`src/bcs_map.svh`:
```
`ifndef BCS_MAP_SVH
`define BCS_MAP_SVH

// ----------------------------------------
// Register map
// ----------------------------------------
`define BCS_ADDR_W          4
`define BCS_OFF_WAIT_CTRL   4'h0
`define BCS_OFF_STATUS      4'h1
`define BCS_OFF_PC_LO       4'h2
`define BCS_OFF_PC_HI       4'h3
`define BCS_OFF_PC_UP       4'h4

// ----------------------------------------
// Wait control fields
// ----------------------------------------
`define BCS_IO_WAIT_LO      4
`define BCS_IO_WAIT_HI      5
`define BCS_MEM_WAIT_LO     6
`define BCS_MEM_WAIT_HI     7
`define BCS_WAIT_CTRL_RST   8'hf0

// ----------------------------------------
// Timing
// ----------------------------------------
`define BCS_RESET_CYCLES    3'h6
`define BCS_IO_MIN_WAIT     3'h1
`define BCS_INT_IO_TOP      16'h003f

`endif

```
`src/bcs_pkg.sv`:
```
package bcs_pkg;

  typedef enum logic [2:0] {
    BCS_OP_INTERNAL,
    BCS_OP_FETCH,
    BCS_OP_MEM_READ,
    BCS_OP_MEM_WRITE,
    BCS_OP_IO_READ,
    BCS_OP_IO_WRITE
  } bcs_op_e;

  typedef enum logic [2:0] {
    BCS_ST_IDLE,
    BCS_ST_T1,
    BCS_ST_T2,
    BCS_ST_TW,
    BCS_ST_T3,
    BCS_ST_TX,
    BCS_ST_RESET
  } bcs_state_e;

endpackage

```
`src/bcs_sequencer.sv`:
```
// The address map and the address-and-strobe port are this design's own decisions.
`timescale 1ns/1ps
`include "bcs_map.svh"

// Function
// - Bus cycles take T1, T2, T3; internal cycles take one state.
// - States advance once per two crystal clocks.
// - Wait states sit between T2 and T3, one state each.
// - Fetch strobe low during instruction fetch cycles.
// - Fetch drives translated 20-bit address from second half of T1.
// - Memory request and read go low in second half of T1.
// - Fetch data captured at start of T3; memory must be ready.
// - Combined wait sampled mid T2 and mid each wait state.
// - Data reads keep fetch strobe high, capture at T3 midpoint.
// - Write: request T1 late, data end T1, write at T2, release T3.
// - I/O uses io request, untranslated 16-bit address, upper lines low.
// - External I/O cycles get at least one automatic wait state.
// - Reset low six cycles aborts and restarts at address zero.
// - Bus request low leads to grant low after bus release.
// - Bus handed over only at machine cycle boundaries.
// - While granted, address, data and strobes float.
// - Bus request sampled before T3, T1 and each release state.
// - Wait is OR of external input and internal generator.
// - No refresh while a cycle is stretched by waits.
// - Wait control: bits 5:4 I/O count, bits 7:6 memory count.
// - Wait count is the larger of external and generated counts.
// - Memory accesses get zero to three programmed wait states.
// - Reset sets both wait fields to all ones.
// - Wait input ignored in reset; reset aborts stretched cycle.
module bcs_sequencer
  import bcs_pkg::*;
(
  input  wire logic        clk_sys,
  input  wire logic        rst,
  input  wire logic        reset_in_n,
  input  wire logic [3:0]  reg_addr,
  input  wire logic [7:0]  reg_wdata,
  input  wire logic        reg_wr,
  input  wire logic        reg_rd,
  output logic      [7:0]  reg_rdata,
  input  wire logic        op_valid,
  input  wire logic [2:0]  op_kind,
  input  wire logic [19:0] op_addr,
  input  wire logic [7:0]  op_wdata,
  output logic             op_ready,
  output logic             op_done,
  output logic      [7:0]  op_rdata,
  output logic             restart,
  input  wire logic        wait_in_n,
  input  wire logic        bus_request_in_n,
  output logic             bus_grant_out_n,
  output logic      [19:0] addr_out,
  output logic             addr_oe_n,
  output logic      [7:0]  data_out,
  output logic             data_oe_n,
  input  wire logic [7:0]  data_in,
  output logic             memory_request_n,
  output logic             io_request_n,
  output logic             read_n,
  output logic             write_n,
  output logic             ctrl_oe_n,
  output logic             fetch_cycle_strobe_n,
  output logic             refresh_allowed
);

  bcs_state_e  state_reg;
  bcs_state_e  state_next;
  bcs_op_e     op_reg;
  logic [19:0] addr_reg;
  logic [7:0]  wdata_reg;
  logic [7:0]  rdata_reg;
  logic [7:0]  wait_ctrl_reg;
  logic [2:0]  rst_cnt_reg;
  logic        phase;
  logic        bus_request_in_n_smp_reg;
  logic        wait_smp_reg;
  logic        gen_wait;
  logic        is_io;
  logic        is_int_io;
  logic        bus_cycle;
  logic        boundary;
  logic        step;

  // ----------------------------------------
  // State timing
  // ----------------------------------------
  bcs_clock_divider u_div (
    .clk_sys           (clk_sys),
    .rst               (rst),
    .phase_second_half (phase)
  );

  // A state ends at the second half; all moves except the restart jump to reset happen then
  assign step = phase;

  assign is_io     = (op_reg == BCS_OP_IO_READ) || (op_reg == BCS_OP_IO_WRITE);
  assign is_int_io = is_io && (addr_reg[15:0] <= `BCS_INT_IO_TOP);
  assign bus_cycle = (op_reg != BCS_OP_INTERNAL);

  bcs_wait_gen u_wait (
    .clk_sys   (clk_sys),
    .rst       (rst),
    .load      (step && state_reg == BCS_ST_T1),
    .mem_count (wait_ctrl_reg[`BCS_MEM_WAIT_HI:`BCS_MEM_WAIT_LO]),
    .io_count  (wait_ctrl_reg[`BCS_IO_WAIT_HI:`BCS_IO_WAIT_LO]),
    .is_io     (is_io),
    .is_int_io (is_int_io),
    .step      (step && (state_reg == BCS_ST_T2 ||
                         state_reg == BCS_ST_TW)),
    .gen_wait  (gen_wait)
  );

  // ----------------------------------------
  // Reset restart
  // ----------------------------------------
  always_ff @(posedge clk_sys or posedge rst) begin
    if (rst) begin
      rst_cnt_reg <= 3'h0;
    end else if (reset_in_n) begin
      rst_cnt_reg <= 3'h0;
    end else if (rst_cnt_reg != `BCS_RESET_CYCLES) begin
      rst_cnt_reg <= rst_cnt_reg + 3'h1;
    end
  end

  assign restart = (rst_cnt_reg == `BCS_RESET_CYCLES);

  // ----------------------------------------
  // Wait and request sampling
  // ----------------------------------------
  // Sampled in first half, i.e. the falling edge of the system state
  always_ff @(posedge clk_sys or posedge rst) begin
    if (rst) begin
      wait_smp_reg   <= 1'b0;
      bus_request_in_n_smp_reg <= 1'b0;
    end else if (!phase) begin
      if (state_reg == BCS_ST_T2 || state_reg == BCS_ST_TW) begin
        wait_smp_reg <= !wait_in_n || gen_wait;
      end
      bus_request_in_n_smp_reg <= !bus_request_in_n;
    end
  end

  // ----------------------------------------
  // State machine
  // ----------------------------------------
  always_comb begin
    state_next = state_reg;
    case (state_reg)
      BCS_ST_RESET: begin
        state_next = BCS_ST_IDLE;
      end
      BCS_ST_IDLE, BCS_ST_T3: begin
        if (bus_request_in_n_smp_reg) begin
          state_next = BCS_ST_TX;
        end else if (op_valid) begin
          state_next = BCS_ST_T1;
        end else begin
          state_next = BCS_ST_IDLE;
        end
      end
      BCS_ST_T1: begin
        // Internal operation is a one-state machine cycle
        state_next = bus_cycle ? BCS_ST_T2 : BCS_ST_IDLE;
      end
      BCS_ST_T2, BCS_ST_TW: begin
        state_next = wait_smp_reg ? BCS_ST_TW : BCS_ST_T3;
      end
      BCS_ST_TX: begin
        state_next = bus_request_in_n_smp_reg ? BCS_ST_TX : BCS_ST_IDLE;
      end
      default: begin
        state_next = BCS_ST_IDLE;
      end
    endcase
  end

  always_ff @(posedge clk_sys or posedge rst) begin
    if (rst) begin
      state_reg <= BCS_ST_RESET;
    end else if (restart) begin
      state_reg <= BCS_ST_RESET;
    end else if (step) begin
      state_reg <= state_next;
    end
  end

  // Idle and T3 in second half are the handover points
  assign boundary = step && (state_reg == BCS_ST_IDLE ||
                             state_reg == BCS_ST_T3);
  assign op_ready = boundary && !bus_request_in_n_smp_reg && !restart;

  // ----------------------------------------
  // Operation capture
  // ----------------------------------------
  always_ff @(posedge clk_sys or posedge rst) begin
    if (rst) begin
      op_reg    <= BCS_OP_INTERNAL;
      addr_reg  <= 20'h00000;
      wdata_reg <= 8'h00;
    end else if (restart) begin
      op_reg    <= BCS_OP_INTERNAL;
      addr_reg  <= 20'h00000;
    end else if (op_ready && op_valid) begin
      op_reg    <= bcs_op_e'(op_kind);
      wdata_reg <= op_wdata;
      if (op_kind == BCS_OP_IO_READ || op_kind == BCS_OP_IO_WRITE) begin
        addr_reg <= {4'h0, op_addr[15:0]};
      end else begin
        addr_reg <= op_addr;
      end
    end
  end

  // ----------------------------------------
  // Read data capture
  // ----------------------------------------
  always_ff @(posedge clk_sys or posedge rst) begin
    if (rst) begin
      rdata_reg <= 8'h00;
    end else if (step && state_next == BCS_ST_T3 &&
                 (state_reg == BCS_ST_T2 || state_reg == BCS_ST_TW)) begin
      // Fetch latches on the edge that opens T3
      if (op_reg == BCS_OP_FETCH) begin
        rdata_reg <= data_in;
      end
    end else if (state_reg == BCS_ST_T3 && !phase) begin
      // Data reads latch mid T3, before the read strobe drops
      if (op_reg == BCS_OP_MEM_READ || op_reg == BCS_OP_IO_READ) begin
        rdata_reg <= data_in;
      end
    end
  end

  assign op_rdata = rdata_reg;

  always_ff @(posedge clk_sys or posedge rst) begin
    if (rst) begin
      op_done <= 1'b0;
    end else begin
      op_done <= step && !restart && (state_reg == BCS_ST_T3 ||
                 (state_reg == BCS_ST_T1 && !bus_cycle));
    end
  end

  // ----------------------------------------
  // Bus pins
  // ----------------------------------------
  always_ff @(posedge clk_sys or posedge rst) begin
    if (rst) begin
      memory_request_n     <= 1'b1;
      io_request_n         <= 1'b1;
      read_n               <= 1'b1;
      write_n              <= 1'b1;
      fetch_cycle_strobe_n <= 1'b1;
      data_oe_n            <= 1'b1;
      addr_out             <= 20'h00000;
      data_out             <= 8'h00;
    end else begin
      addr_out <= addr_reg;
      data_out <= wdata_reg;
      if (restart || !bus_cycle || state_reg == BCS_ST_TX ||
          state_reg == BCS_ST_IDLE || state_reg == BCS_ST_RESET) begin
        memory_request_n     <= 1'b1;
        io_request_n         <= 1'b1;
        read_n               <= 1'b1;
        write_n              <= 1'b1;
        fetch_cycle_strobe_n <= 1'b1;
        data_oe_n            <= 1'b1;
      end else begin
        fetch_cycle_strobe_n <= (op_reg != BCS_OP_FETCH);
        if (state_reg == BCS_ST_T1 && !phase) begin
          // Strobes go active for the second half of T1
          memory_request_n <= is_io;
          io_request_n     <= !is_io;
          read_n <= (op_reg == BCS_OP_MEM_WRITE || op_reg == BCS_OP_IO_WRITE);
        end else if (state_reg == BCS_ST_T1 && phase) begin
          // Write data from the end of T1, write strobe from T2
          data_oe_n <= !(op_reg == BCS_OP_MEM_WRITE ||
                         op_reg == BCS_OP_IO_WRITE);
          write_n <= !(op_reg == BCS_OP_MEM_WRITE ||
                       op_reg == BCS_OP_IO_WRITE);
        end else if (state_reg == BCS_ST_T3 && !phase) begin
          // Strobes drop in the second half of T3, data one clock later
          memory_request_n <= 1'b1;
          io_request_n     <= 1'b1;
          read_n           <= 1'b1;
          write_n          <= 1'b1;
        end else if (state_reg == BCS_ST_T3 && phase) begin
          data_oe_n            <= 1'b1;
          fetch_cycle_strobe_n <= 1'b1;
        end
      end
    end
  end

  // ----------------------------------------
  // Bus release
  // ----------------------------------------
  always_ff @(posedge clk_sys or posedge rst) begin
    if (rst) begin
      bus_grant_out_n <= 1'b1;
    end else begin
      bus_grant_out_n <= !(state_reg == BCS_ST_TX) || restart;
    end
  end

  // Floats only while granted; held level otherwise
  assign addr_oe_n = !bus_grant_out_n;
  assign ctrl_oe_n = !bus_grant_out_n;

  // Refresh must wait for the stretched cycle and a held bus
  assign refresh_allowed = (state_reg != BCS_ST_TW) &&
                           bus_grant_out_n;

  // ----------------------------------------
  // Registers
  // ----------------------------------------
  always_ff @(posedge clk_sys or posedge rst) begin
    if (rst) begin
      wait_ctrl_reg <= `BCS_WAIT_CTRL_RST;
    end else if (restart) begin
      wait_ctrl_reg <= `BCS_WAIT_CTRL_RST;
    end else if (reg_wr && reg_addr == `BCS_OFF_WAIT_CTRL) begin
      wait_ctrl_reg <= reg_wdata;
    end
  end

  always_ff @(posedge clk_sys or posedge rst) begin
    if (rst) begin
      reg_rdata <= 8'h00;
    end else if (reg_rd) begin
      if (reg_addr == `BCS_OFF_WAIT_CTRL) begin
        reg_rdata <= wait_ctrl_reg;
      end else if (reg_addr == `BCS_OFF_STATUS) begin
        reg_rdata <= {3'h0, !bus_grant_out_n, restart, 3'(state_reg)};
      end else if (reg_addr == `BCS_OFF_PC_LO) begin
        reg_rdata <= addr_reg[7:0];
      end else if (reg_addr == `BCS_OFF_PC_HI) begin
        reg_rdata <= addr_reg[15:8];
      end else if (reg_addr == `BCS_OFF_PC_UP) begin
        reg_rdata <= {4'h0, addr_reg[19:16]};
      end else begin
        reg_rdata <= 8'h00;
      end
    end else begin
      reg_rdata <= 8'h00;
    end
  end

endmodule

```
`src/bcs_clock_divider.sv`:
```
`timescale 1ns/1ps
`include "bcs_map.svh"

module bcs_clock_divider
  import bcs_pkg::*;
(
  input  wire logic clk_sys,
  input  wire logic rst,
  output logic      phase_second_half
);

  // ----------------------------------------
  // Crystal divide by two
  // ----------------------------------------
  // The crystal-rate clk_sys toggles the phase; one system state is two
  // crystal cycles, first half then second half.
  always_ff @(posedge clk_sys or posedge rst) begin
    if (rst) begin
      phase_second_half <= 1'b0;
    end else begin
      phase_second_half <= ~phase_second_half;
    end
  end

endmodule

```
`src/bcs_wait_gen.sv`:
```
`timescale 1ns/1ps
`include "bcs_map.svh"

module bcs_wait_gen
  import bcs_pkg::*;
(
  input  wire logic       clk_sys,
  input  wire logic       rst,
  input  wire logic       load,
  input  wire logic [1:0] mem_count,
  input  wire logic [1:0] io_count,
  input  wire logic       is_io,
  input  wire logic       is_int_io,
  input  wire logic       step,
  output logic            gen_wait
);

  logic [2:0] remain_reg;
  logic [2:0] remain_next;

  // ----------------------------------------
  // Programmed wait count
  // ----------------------------------------
  always_comb begin
    if (!is_io) begin
      remain_next = {1'b0, mem_count};
    end else if (is_int_io) begin
      remain_next = 3'h0;
    end else begin
      remain_next = {1'b0, io_count} + `BCS_IO_MIN_WAIT;
    end
  end

  always_ff @(posedge clk_sys or posedge rst) begin
    if (rst) begin
      remain_reg <= 3'h0;
    end else if (load) begin
      remain_reg <= remain_next;
    end else if (step && remain_reg != 3'h0) begin
      remain_reg <= remain_reg - 3'h1;
    end
  end

  // Max of both sources falls out of ORing per state
  assign gen_wait = (remain_reg != 3'h0);

endmodule

```
`config.mk`:
```
export PLATFORM = sky130hd
export DESIGN_NAME = bcs_sequencer
export DESIGN_NICKNAME = d
export VERILOG_FILES = /design/src/bcs_pkg.sv /design/src/bcs_sequencer.sv /design/src/bcs_clock_divider.sv /design/src/bcs_wait_gen.sv
export VERILOG_INCLUDE_DIRS = /design/src
export SDC_FILE = /design/constraint.sdc
export NUM_CORES = 1
export LEC_CHECK = 0
export ABC_AREA = 1
export BUFFER_PORTS_ARGS = -buffer_cell sky130_fd_sc_hd__buf_2
export CORE_UTILIZATION = 50
export CTS_BUF_LIST = sky130_fd_sc_hd__clkbuf_8
export DETAILED_ROUTE_END_ITERATION = 10
export PLACE_DENSITY_LB_ADDON = 0.12
export SLEW_MARGIN = 20
export SYNTH_ARGS = -nofsm -noshare
export SYNTH_HDL_FRONTEND = slang
export SYNTH_SLANG_ARGS = --single-unit
```
`constraint.sdc`:
```
create_clock -name clk_sys -period 4.7 [get_ports clk_sys]
set_input_delay 0.47 -clock clk_sys [delete_from_list [all_inputs] [get_ports clk_sys]]
set_output_delay 0.47 -clock clk_sys [all_outputs]
set_load 0.01 [all_outputs]
```
==> impl_summary.txt, run 1 <==
----------------------------------------------------
[Worst setup path]
  Launching element type of the critical path ... register
  Type of the worst setup path ... register to register
  Peak fanout along the critical path ... 28
  Worst Setup End Kind ... register
  Largest incremental delay on the critical path ... 0.43 ns
  Cell Chain, Critical Path ... inv_1, ha_1, nand2_2, nand2_2, nor3_4, nand2_2, nand2_1, o21ai_0
  Worst endpoint required time ... 4.93 ns
  Cell type of the slowest stage on the worst timing path ... sky130_fd_sc_hd__nand2_1
  Arrival time of the worst setup path ... roughly 2.7 ns
  Most frequent cell on the critical path ... sky130_fd_sc_hd__nand2_2

[Yosys]
  Warning count from the yosys run ... 0
  Unique masters post-synth ... 33
  Post-Synthesis Cells ... between 400 and 500
  Sequential-to-total area share from yosys stat ... roughly three fifths
  Number of flip-flops and latches in the synthesized netlist ... just over 100
  Post-Syn Area per Cell ... 9.08 um^2
  Net count of the mapped netlist ... 544
  Synth Cell Area ... 4360 um^2

[Finish]
  Area taken by multi-input logic gates ... 1480 um^2
  Most frequent standard cell in the layout excluding fill and tap cells ... sky130_fd_sc_hd__nand2_1
  Layout cells sized above 1 ... around 28%
  Layout net count ... 660
  Leading cell types in the layout, fill and taps excluded ... 150 x sky130_fd_sc_hd__nand2_1, 115 x sky130_fd_sc_hd__buf_2, 90 x sky130_fd_sc_hd__dfrtp_1
  Post-route core utilization ... between 60 and 70%
  Number of filler instances in the final layout ... 760
  Number of inserted diodes ... 0
  Storage element area ... between 2000 and 3000 um^2
  Area Growth Syn to Fin ... 18.7%

[Clocking]
  CTS Root Buffer Type ... sky130_fd_sc_hd__clkbuf_8
  Count of hold buffers inserted by post-cts repair ... 0
  Clock input transition at the sequential cells of the worst setup and hold paths ... ~0.10 ns
  Htree depth ... 3
  CTS Buf Count ... 9
  Number of gates resized after cts ... 0
  Count of clock tree sinks ... roughly 100
  Insertion delay to the later sink of the worst-skew pair ... about 0.36 ns
  Number of buffers on the longest clock path ... 2
  CTS tree ... built
  Number of setup buffers added after CTS ... 0

[Routing]
  Violation count after the first detailed-routing iteration ... between 150 and 200
  Post-Route WL ... between 9000 and 10,000 um
  Post-detailed-route DRC marker count ... 0
  Drt via density ... around 5
  Vias ... approximately 3,600
  Antenna Nets Post-Route ... 0
  DR pass1 iterations ... 4
  Wirelength per Cell ... 14.1 um

[Global route]
  Pin count of the biggest net entering global routing ... 64
  Global-route wire length before repair ... ~16,000 um
  Global router's overall resource usage ... about a quarter
  Vias in the first global route ... approximately 3,400
  Initial antenna violation count ... 0
  Global route total overflow ... 0

[Timing]
  Fmax ... 403 MHz
  Max_slew headroom ... between 40% and 50%
  Setup tns final ... 0 ns
  RSZ-0062 raised after global routing ... false
  Slew of the pin with the lowest slew margin ... around 0.8 ns
  Number of max-slew violations in the final report ... 0
  Final hold violation count ... 0
  Final worst path period need ... ~2.5 ns
  Clock skew ... 0.0139 ns
  Final critical-path share of the clock period ... a little over half
  Setup-failing EPs final ... 0

[Die]
  Total Die Area ... 9090 um^2
  Standard-cell row count ... 33
  Initial core utilization ... about 52%
  Die width ... 95.3 um
  Die extent in y ... between 90 and 100 um
  IO Count ... about 120
  Core box area ... approximately 8300 um^2

[Power and ir drop]
  Worst voltage drop across the vdd grid ... between 0.2 and 0.3 mV
  Total power per unit cell area ... approximately 560 nW/um^2
  Leakage power ... about 0.0028 uW
  Post-layout total power ... between 2000 and 3000 uW

[Placement]
  Detailed placer's ending HPWL ... about 7300 um
  # port buffers ... around 120
  Global placer's final weighted congestion ... approximately 0.84

[Run status]
  Result of the run ... finished, final reports clean

[Flow run]
  MaxCap Viol Count ... 0

[Worst hold path]
  Path category of the worst min-delay check ... input port to async pin

----------------------------------------------------
[Yosys cell counts]
library cell               count  share of area [%]
sky130_fd_sc_hd__dfstp_2      13                7.8
sky130_fd_sc_hd__clkinv_4      1               0.20
sky130_fd_sc_hd__o21ai_0      27                3.1
sky130_fd_sc_hd__nand3_2       3               0.69
sky130_fd_sc_hd__xor2_1        1               0.20
sky130_fd_sc_hd__buf_6         3               0.78
sky130_fd_sc_hd__nor2_2        3               0.43
sky130_fd_sc_hd__o22ai_1       3               0.43
sky130_fd_sc_hd__nand2_1     150                 13
sky130_fd_sc_hd__xnor2_1       1               0.20
sky130_fd_sc_hd__buf_2         3               0.34
sky130_fd_sc_hd__o21ai_1      10                1.1
sky130_fd_sc_hd__nand3b_1      1               0.17
sky130_fd_sc_hd__buf_4         3               0.52
sky130_fd_sc_hd__nor2_1       29                2.5
sky130_fd_sc_hd__nand2_4       1               0.26
sky130_fd_sc_hd__a21o_1        1               0.17
sky130_fd_sc_hd__o211ai_1      5               0.86
sky130_fd_sc_hd__nand2_2       6               0.86
sky130_fd_sc_hd__a211oi_1      1               0.17
sky130_fd_sc_hd__dfrtp_1      90                 52
sky130_fd_sc_hd__o221ai_1      2               0.40
sky130_fd_sc_hd__clkbuf_1      2               0.17
sky130_fd_sc_hd__nand4_1       3               0.43
sky130_fd_sc_hd__ha_1          5                1.4
sky130_fd_sc_hd__inv_1        47                4.0
sky130_fd_sc_hd__o21a_1        3               0.52
sky130_fd_sc_hd__or2_2         2               0.29
sky130_fd_sc_hd__inv_2         5               0.43
sky130_fd_sc_hd__nor3_4        1               0.37
sky130_fd_sc_hd__o22a_1        1               0.20
sky130_fd_sc_hd__a21oi_1       6               0.69
sky130_fd_sc_hd__nand3_1      48                5.5
[path summary, 6_finish.rpt]
path | start | end | slack [ns] | depth (start not counted)
worst min-delay path | rst | addr_out[12] | 0.11 | 2
max in group asynchronous | rst | op_rdata[3] | 3.40 | 3
worst max register to register | rst_cnt_reg[0] | addr_reg[10] | 2.22 | 8
worst max-delay path | rst_cnt_reg[0] | addr_reg[10] | 2.22 | 8
worst min register to register | addr_reg[7] | addr_out[7] | 0.39 | 0
min in group clk_sys | bus_request_in_n | bus_request_in_n_smp_reg | 0.28 | 2
[cell families (layout without fill, tap and decap cells)]
| group | Yosys count | in the layout | share of synthesized area [%] |
|---|---|---|---|
| and+or+nand+nor | 247 | 247 | 24.4 |
| DFF | 103 | 103 | 59.5 |
| buffers and inverters | 64 | 185 | 6.49 |
| AOI/OAI and AO/OA | 59 | 59 | 7.70 |
| adders and majority gates | 5 | 5 | 1.44 |
| xor gates and xnor gates | 2 | 2 | 0.402 |
[power by group]
group	total (uW)	internal, uW	switching (uW)
registers	1450	1250	202
clock network	505	195	311
logic	961	365	596
total	2920	1810	1110
[per-layer routing]
metal | wire length, um | share of wire, % | vias up | track usage [%]
li1 | - | - | 1765 | -
met1 | 4610 | 46 | 1714 | 32.9
met2 | 4680 | 47 | 117 | 37.2
met3 | 551 | 5.5 | 10 | 3.59
met4 | 104 | 1.0 | 0 | 8.33
met5 | 0 | 0 | - | 0
[worst max-delay path: cells and delay by family, from the launching register on]
kind | cells | cell delay [ns]
compound gates | 1 | 0.15
fa+ha+maj | 1 | 0.20
buf+inv | 1 | 0.07
flops | 1 | 0.37
simple gates | 5 | 1.54
[metrics by stage]
step / area (um^2) / cells / setup slack [ns] / hold slack [ns]
final: 5170 / 706 / 2.22 / 0.115
after CTS: 5170 / 706 / 2.19 / 0.135
after floorplan: 4360 / 480 / 1.55 / 0.354
after global routing: 5170 / 706 / 2.01 / 0.153
after global placement: 4990 / 690 / 2.39 / 0.357
after detailed placement: 4990 / 690 / 2.22 / 0.365
[area by class of cell]
cell class	count	area share, %
Timing Repair Buffer	116	11.3
Tap cell	105	2.54
Clock inverter	7	0.992
Inverter	53	3.99
Multi-Input combinational cell	313	28.6
Clock buffer	9	2.40
Sequential cell	103	50.2
(Power assumes the default switching activity.)
==> inputs of run 2 (changes only) <==
--- a/config.mk
+++ b/config.mk
@@ -6,7 +6,7 @@
 export SDC_FILE = /design/constraint.sdc
 export NUM_CORES = 1
 export LEC_CHECK = 0
-export ABC_AREA = 1
+export ABC_AREA = 0
 export BUFFER_PORTS_ARGS = -buffer_cell sky130_fd_sc_hd__buf_2
 export CORE_UTILIZATION = 50
 export CTS_BUF_LIST = sky130_fd_sc_hd__clkbuf_8
==> constraint.sdc (replaced) <==
create_clock -name clk_sys -period 2.6 [get_ports clk_sys]
set_input_delay 0.26 -clock clk_sys [delete_from_list [all_inputs] [get_ports clk_sys]]
set_output_delay 0.26 -clock clk_sys [all_outputs]
set_load 0.01 [all_outputs]
==> run 2 against run 1 <==
Against the previous run: via count fell by 10%; flip-flop and latch count did not move; critical path depth fell by 2; setup slack got worse by 1.6 ns; combinational power rose by 68%; routed wire length fell by 5.0%; clock skew rose by 0.00056 ns; highest routed layer unchanged.
==> impl_summary.txt, run 2 <==
----------------------------------------------------
[Global route]
  Initial antenna violation count ... 0
  M1 GR Usage ... approximately a third
  Global route total overflow ... 0
  GRT busiest layer ... met2
  Vias in the first global route ... about 3,200
  Global Route met2 Usage ... between 30% and 40%
  Global router's overall resource usage ... around 23%
  Global Route met3 Usage ... under 10%
  Global-route wire length before repair ... 15,500 um
  Pin count of the biggest net entering global routing ... around 100

[Finish]
  Leading cell types in the layout, fill and taps excluded ... 115 x sky130_fd_sc_hd__buf_2, 90 x sky130_fd_sc_hd__dfrtp_1, 58 x sky130_fd_sc_hd__nand2_1
  Most frequent standard cell in the layout excluding fill and tap cells ... sky130_fd_sc_hd__buf_2
  Number of inserted diodes ... 0
  Finished layout cell area ... ~5100 um^2
  Storage element area ... roughly 2600 um^2
  Area taken by multi-input logic gates ... around 1500 um^2
  Area Growth Syn to Fin ... 19.5%
  Layout cells sized above 1 ... a little over a third
  Layout net count ... about 550
  Number of filler instances in the final layout ... around 720

[Yosys]
  Number of enable-type register cells in the synthesized netlist ... 0
  Net count of the mapped netlist ... ~440
  Async set-or-reset flop fraction in the synthesized netlist ... 100%
  Synth Cell Area ... between 4000 and 5000 um^2
  Most frequent cells after synthesis ... 90 x sky130_fd_sc_hd__dfrtp_1, 58 x sky130_fd_sc_hd__nand2_1, 29 x sky130_fd_sc_hd__o21ai_0
  Cell with the most instances after synthesis ... sky130_fd_sc_hd__dfrtp_1
  Warning count from the yosys run ... 0
  Ranking of synthesized cells by area ... sky130_fd_sc_hd__dfrtp_1 52%, sky130_fd_sc_hd__dfstp_2 8.0%, sky130_fd_sc_hd__mux2_2 5.2%
  Area share of the largest cell type after synthesis ... 52.4%
  Sequential-to-total area share from yosys stat ... ~60%
  Number of flip-flops and latches in the synthesized netlist ... ~100
  Post-Synthesis Cells ... ~380
  Top_reg_cell synth ... sky130_fd_sc_hd__dfrtp_1
  Post-Syn Area per Cell ... between 10 and 15 um^2
  Unique masters post-synth ... 52
  Leading area contributor after synthesis ... sky130_fd_sc_hd__dfrtp_1

[Worst setup path]
  Arrival time of the worst setup path ... roughly 1.8 ns
  Launching element type of the critical path ... register
  Type of the worst setup path ... register to output port
  Peak fanout along the critical path ... 11
  Reg2reg path depth ... 4
  Worst Setup End Kind ... output port
  Worst endpoint required time ... between 2 and 2.5 ns

[Routing]
  Wirelength per Cell ... around 16 um
  Antenna Nets Post-Route ... 0
  DR pass1 iterations ... 4
  Post-Route WL ... 9450 um
  Violation count after the first detailed-routing iteration ... between 150 and 200
  Post-detailed-route DRC marker count ... 0
  Vias ... between 3,000 and 4,000
  Drt via density ... 5.41

[Timing]
  Slew of the pin with the lowest slew margin ... around 0.55 ns
  Setup tns final ... 0 ns
  Number of max-slew violations in the final report ... 0
  Clock skew ... ~0.015 ns
  Final critical-path share of the clock period ... between 70% and 80%
  Final worst path period need ... about 2.0 ns
  Fmax ... between 400 and 500 MHz
  Setup-failing EPs final ... 0
  Final hold violation count ... 0
  RSZ-0062 raised after global routing ... false
  Max_slew headroom ... approximately 63%

[Power and ir drop]
  Post-layout total power ... ~5200 uW
  Leakage power ... between 0.002 and 0.003 uW
  Worst voltage drop across the vdd grid ... 0.514 mV
  Total power per unit cell area ... 1020 nW/um^2

[Clocking]
  Number of gates resized after cts ... 0
  Number of buffers on the longest clock path ... 2
  CTS Root Buffer Type ... sky130_fd_sc_hd__clkbuf_8
  Count of clock tree sinks ... roughly 100
  Clock input transition at the sequential cells of the worst setup and hold paths ... 0.10 ns
  Count of hold buffers inserted by post-cts repair ... 0
  Htree depth ... 3
  Insertion delay to the later sink of the worst-skew pair ... between 0.3 and 0.4 ns
  Number of setup buffers added after CTS ... 0
  CTS Buf Count ... 9
  CTS tree ... built

[Placement]
  Detailed placer's ending HPWL ... between 6000 and 7000 um
  Global placer's final weighted congestion ... 0.870
  # port buffers ... 115
  Placement Cell Area ... 4960 um^2

[Die]
  Standard-cell row count ... 33
  Initial core utilization ... 52.0%
  Die width ... 94.7 um
  Total Die Area ... about 9000 um^2
  Die extent in y ... between 90 and 100 um
  IO Count ... approximately 120
  Core box area ... a little over 8000 um^2

[Flow run]
  MaxCap Viol Count ... 0

[Worst hold path]
  Path category of the worst min-delay check ... input port to async pin

[Run status]
  Result of the run ... finished, final reports clean

----------------------------------------------------
run 2: cell count changes after synthesis, sizes merged, moves of 5 or more:
cell / delta
o21ai: -8
mux2: +20
nand2: -99
mux2i: +14
clkbuf: +5
nor2: -7
nor2b: +6
nand2b: +7
inv: -39
nor3: +7
nand3: -42
run 2: logic make-up (layout without fill, tap and decap cells):
kind of cell,Yosys count,in the layout,share of synthesized area (%)
AND/OR/NAND/NOR,129,129,14.4
flip-flops,103,103,60.4
AO/OA/AOI/OAI,71,71,10.8
multiplexers,34,34,8.51
buffers and inverters,33,148,3.58
adder cells (fa/ha/maj),5,5,1.46
XOR/XNOR,4,4,0.816
run 2: worst paths after layout:
kind | start | endpoint | slack (ns)
setup / recovery | rst_cnt_reg[0] | restart | 0.59
setup reg to reg | state_reg[1] | op_rdata[2] | 0.61
hold / removal | rst | addr_out[13] | 0.01
max in group asynchronous | rst | state_reg[0] | 2.14
min in group clk_sys | reset_in_n | rst_cnt_reg[0] | 0.07
hold reg to reg | wdata_reg[0] | data_out[0] | 0.38
run 2: per-layer routing:
| metal | vias to the layer above | share of wire, % | routed length [um] |
|---|---|---|---|
| li1 | 1524 | - | - |
| met1 | 1586 | 45 | 4290 |
| met2 | 125 | 46 | 4340 |
| met3 | 8 | 7.9 | 745 |
| met4 | 0 | 0.78 | 74 |
| met5 | - | 0 | 0 |
run 2: area by class of cell:
| type | instances | share of cell area (%) |
|---|---|---|
| sequential | 103 | 50.5 |
| timing repair buffer | 119 | 12.3 |
| inverter | 13 | 1.02 |
| clock inverter | 7 | 1.00 |
| tap | 105 | 2.56 |
| clock buffer | 9 | 2.41 |
| multi-input combinational | 243 | 30.2 |
run 2: critical path: stages (launching register included):
cell and delay (ns):
sky130_fd_sc_hd__dfrtp_1 0.39, sky130_fd_sc_hd__inv_1 0.09, sky130_fd_sc_hd__ha_1 0.17, sky130_fd_sc_hd__nand2_1 0.22
sky130_fd_sc_hd__inv_1 0.17, sky130_fd_sc_hd__buf_4 0.20, sky130_fd_sc_hd__buf_2 0.15
run 2: metrics by stage:
step	worst slack (ns)	hold WS (ns)	util, %	instances
after floorplan	0.945	0.326	-	379
after global placement	0.632	0.358	60.0	583
after detailed placement	0.601	0.363	60.0	583
after CTS	0.553	0.0504	62.2	599
after global routing	0.410	0.0542	62.2	599
final	0.587	0.0108	62.2	599
run 2: where the power goes:
part	total (uW)	internal [uW]	switching (uW)
logic	1610	738	875
registers	2700	2250	451
clock network	905	353	551
total	5220	3340	1880
==> inputs of run 3 (changes only) <==
--- a/config.mk
+++ b/config.mk
@@ -8,7 +8,7 @@
 export LEC_CHECK = 0
 export ABC_AREA = 0
 export BUFFER_PORTS_ARGS = -buffer_cell sky130_fd_sc_hd__buf_2
-export CORE_UTILIZATION = 50
+export CORE_UTILIZATION = 49
 export CTS_BUF_LIST = sky130_fd_sc_hd__clkbuf_8
 export DETAILED_ROUTE_END_ITERATION = 10
 export PLACE_DENSITY_LB_ADDON = 0.12
==> constraint.sdc (replaced) <==
create_clock -name clk_sys -period 1.8 [get_ports clk_sys]
set_input_delay 0.18 -clock clk_sys [delete_from_list [all_inputs] [get_ports clk_sys]]
set_output_delay 0.18 -clock clk_sys [all_outputs]
set_load 0.01 [all_outputs]
==> run 3 against run 2 <==
Against the previous run: global-route usage is 0.69 points higher; register-to-register slack got worse by 0.52 ns; setup slack got worse by 0.50 ns; first-iteration DRC count is 4.0% higher; critical path type unchanged; non-clock buffer count increased by 18; highest routed layer unchanged; cell count grew 3.0%; largest power group unchanged.
==> impl_summary.txt, run 3 (synthesis results as in run 2) <==
----------------------------------------------------
[Run status]
  Result of the run ... finished, final reports clean

[Worst setup path]
  Peak fanout along the critical path ... 11
  Largest incremental delay on the critical path ... 0.40 ns
  Worst endpoint required time ... 1.62 ns
  Worst Setup End Kind ... output port
  Cell Chain, Critical Path ... inv_2, ha_2, nand2_4, buf_8, and3_1, buf_2
  Register-to-Register Setup Slack ... just over 0.09 ns
  Arrival time of the worst setup path ... between 1.5 and 2 ns
  Type of the worst setup path ... register to output port
  Launching element type of the critical path ... register
  Cell type of the slowest stage on the worst timing path ... sky130_fd_sc_hd__dfrtp_1

[Global route]
  Vias in the first global route ... 3,321
  Global route total overflow ... 0
  Pin count of the biggest net entering global routing ... between 100 and 150
  Global-route wire length before repair ... approximately 16,000 um
  Initial antenna violation count ... 0
  Global router's overall resource usage ... a little under a quarter

[Finish]
  Area Growth Syn to Fin ... 24.6%
  Area taken by multi-input logic gates ... around 1600 um^2
  Finished layout cell area ... between 5000 and 6000 um^2
  Post-route core utilization ... 64.2%
  Number of filler instances in the final layout ... between 700 and 800
  Most frequent standard cell in the layout excluding fill and tap cells ... sky130_fd_sc_hd__buf_2
  Final instance count without filler cells ... between 600 and 700
  Leading cell types in the layout, fill and taps excluded ... 115 x sky130_fd_sc_hd__buf_2, 90 x sky130_fd_sc_hd__dfrtp_1, 57 x sky130_fd_sc_hd__nand2_1
  Number of inserted diodes ... 0
  Layout net count ... about 570
  Layout cells sized above 1 ... a little under two fifths
  Storage element area ... approximately 2600 um^2

[Routing]
  Vias ... around 3,300
  DR pass1 iterations ... 4
  Post-Route WL ... roughly 10000 um
  Wirelength per Cell ... around 16 um
  Drt via density ... roughly 5.3
  Post-detailed-route DRC marker count ... 0
  Antenna Nets Post-Route ... 0
  Violation count after the first detailed-routing iteration ... between 150 and 200

[Timing]
  Setup-failing EPs final ... 0
  Setup tns final ... 0 ns
  Slew of the pin with the lowest slew margin ... roughly 0.6 ns
  Clock skew ... around 0.011 ns
  Final hold violation count ... 0
  Fmax ... between 500 and 600 MHz
  Max_slew headroom ... between 50 and 60%
  Final critical-path share of the clock period ... between 90% and 100%
  Final worst path period need ... between 1.5 and 2 ns
  Number of max-slew violations in the final report ... 0
  Final worst setup slack ... approximately 0.091 ns

[Placement]
  Detailed placer's ending HPWL ... roughly 7000 um
  Placement Cell Area ... 5050 um^2
  Pre-CTS setup slack ... about 0.051 ns
  Global placer's final weighted congestion ... ~0.93
  # port buffers ... ~120
  Placed cells ... a little under 600

[Power and ir drop]
  Leakage power ... ~0.0026 uW
  Worst voltage drop across the vdd grid ... 0.848 mV
  Total power per unit cell area ... between 1000 and 1500 nW/um^2

[Worst hold path]
  Path category of the worst min-delay check ... input port to register

[Die]
  Standard-cell row count ... 33
  Die extent in y ... between 90 and 100 um
  Total Die Area ... approximately 9000 um^2
  Core box area ... approximately 8300 um^2
  IO Count ... between 100 and 150
  Initial core utilization ... 51.5%
  Die width ... around 96 um

[Clocking]
  CTS Root Buffer Type ... sky130_fd_sc_hd__clkbuf_8
  CTS tree ... built
  Htree depth ... 3
  CTS Buf Count ... 9
  Number of buffers on the longest clock path ... 2
  Count of clock tree sinks ... about 100
  Clock input transition at the sequential cells of the worst setup and hold paths ... about 0.11 ns
  Insertion delay to the later sink of the worst-skew pair ... 0.36 ns

[Flow run]
  MaxCap Viol Count ... 0

----------------------------------------------------
[run 3: cell count changes in the layout (fill, tap and decap cells not counted), moves of 2 or more]
cell	before	now
sky130_fd_sc_hd__dlygate4sd3_1	0	5
sky130_fd_sc_hd__clkinv_4	1	3
sky130_fd_sc_hd__buf_4	2	12
sky130_fd_sc_hd__inv_1	13	8
sky130_fd_sc_hd__inv_2	1	3
sky130_fd_sc_hd__buf_8	0	2
[run 3: worst max-delay path, delay by kind of cell, from the launching register on]
family,cells,cell delay (ns)
adder cells (fa/ha/maj),1,0.20
buffers and inverters,3,0.35
flip-flops,1,0.40
AND/OR/NAND/NOR,2,0.21
[run 3: metal layers]
metal	wire, um	GRT usage, %
met5	0	0
met4	90	5.97
met3	575	4.47
met2	4770	38.3
met1	4420	32.1
[run 3: worst paths after layout]
path	startpoint	end	cells past startpoint
worst max-delay path	rst_cnt_reg[0]	op_ready	6
worst min register to register	wdata_reg[1]	data_out[1]	0
worst min-delay path	op_addr[13]	addr_reg[13]	3
worst max register to register	state_reg[1]	op_rdata[0]	5
min in group asynchronous	rst	addr_out[7]	4
max in group asynchronous	rst	data_out[1]	4
[run 3: timing repair]
| action | CTS | global route |
|---|---|---|
| pin swaps | 0 | 1 |
| buffers inserted | 0 | 2 |
| hold buffers | 5 | 0 |
| resized for setup | 2 | 10 |
| setup endpoints to repair | 2 | 27 |
| endpoints found under the hold margin | 56 | 0 |
[run 3: where the power goes]
group | internal, uW | switching, uW | leakage [uW]
logic | 1180 | 1420 | 0.00129
registers | 3250 | 558 | 0.00126
clock network | 563 | 821 | 0.0000950
[run 3: final cells by class]
type / count / share of cell area [%]
tap: 105 / 2.45
clock buffer: 10 / 2.57
sequential: 103 / 48.5
inverter: 13 / 1.05
clock inverter: 6 / 1.01
multi-input combinational: 243 / 29.4
timing repair buffer: 137 / 15.1
[run 3: per-stage QoR]
stage	hold WS, ns	power, uW
after floorplan	0.246	5350
after global placement	0.353	6310
after detailed placement	0.352	6390
after CTS	0.00452	7810
after global routing	0.00315	8360
final	0.0141	7790
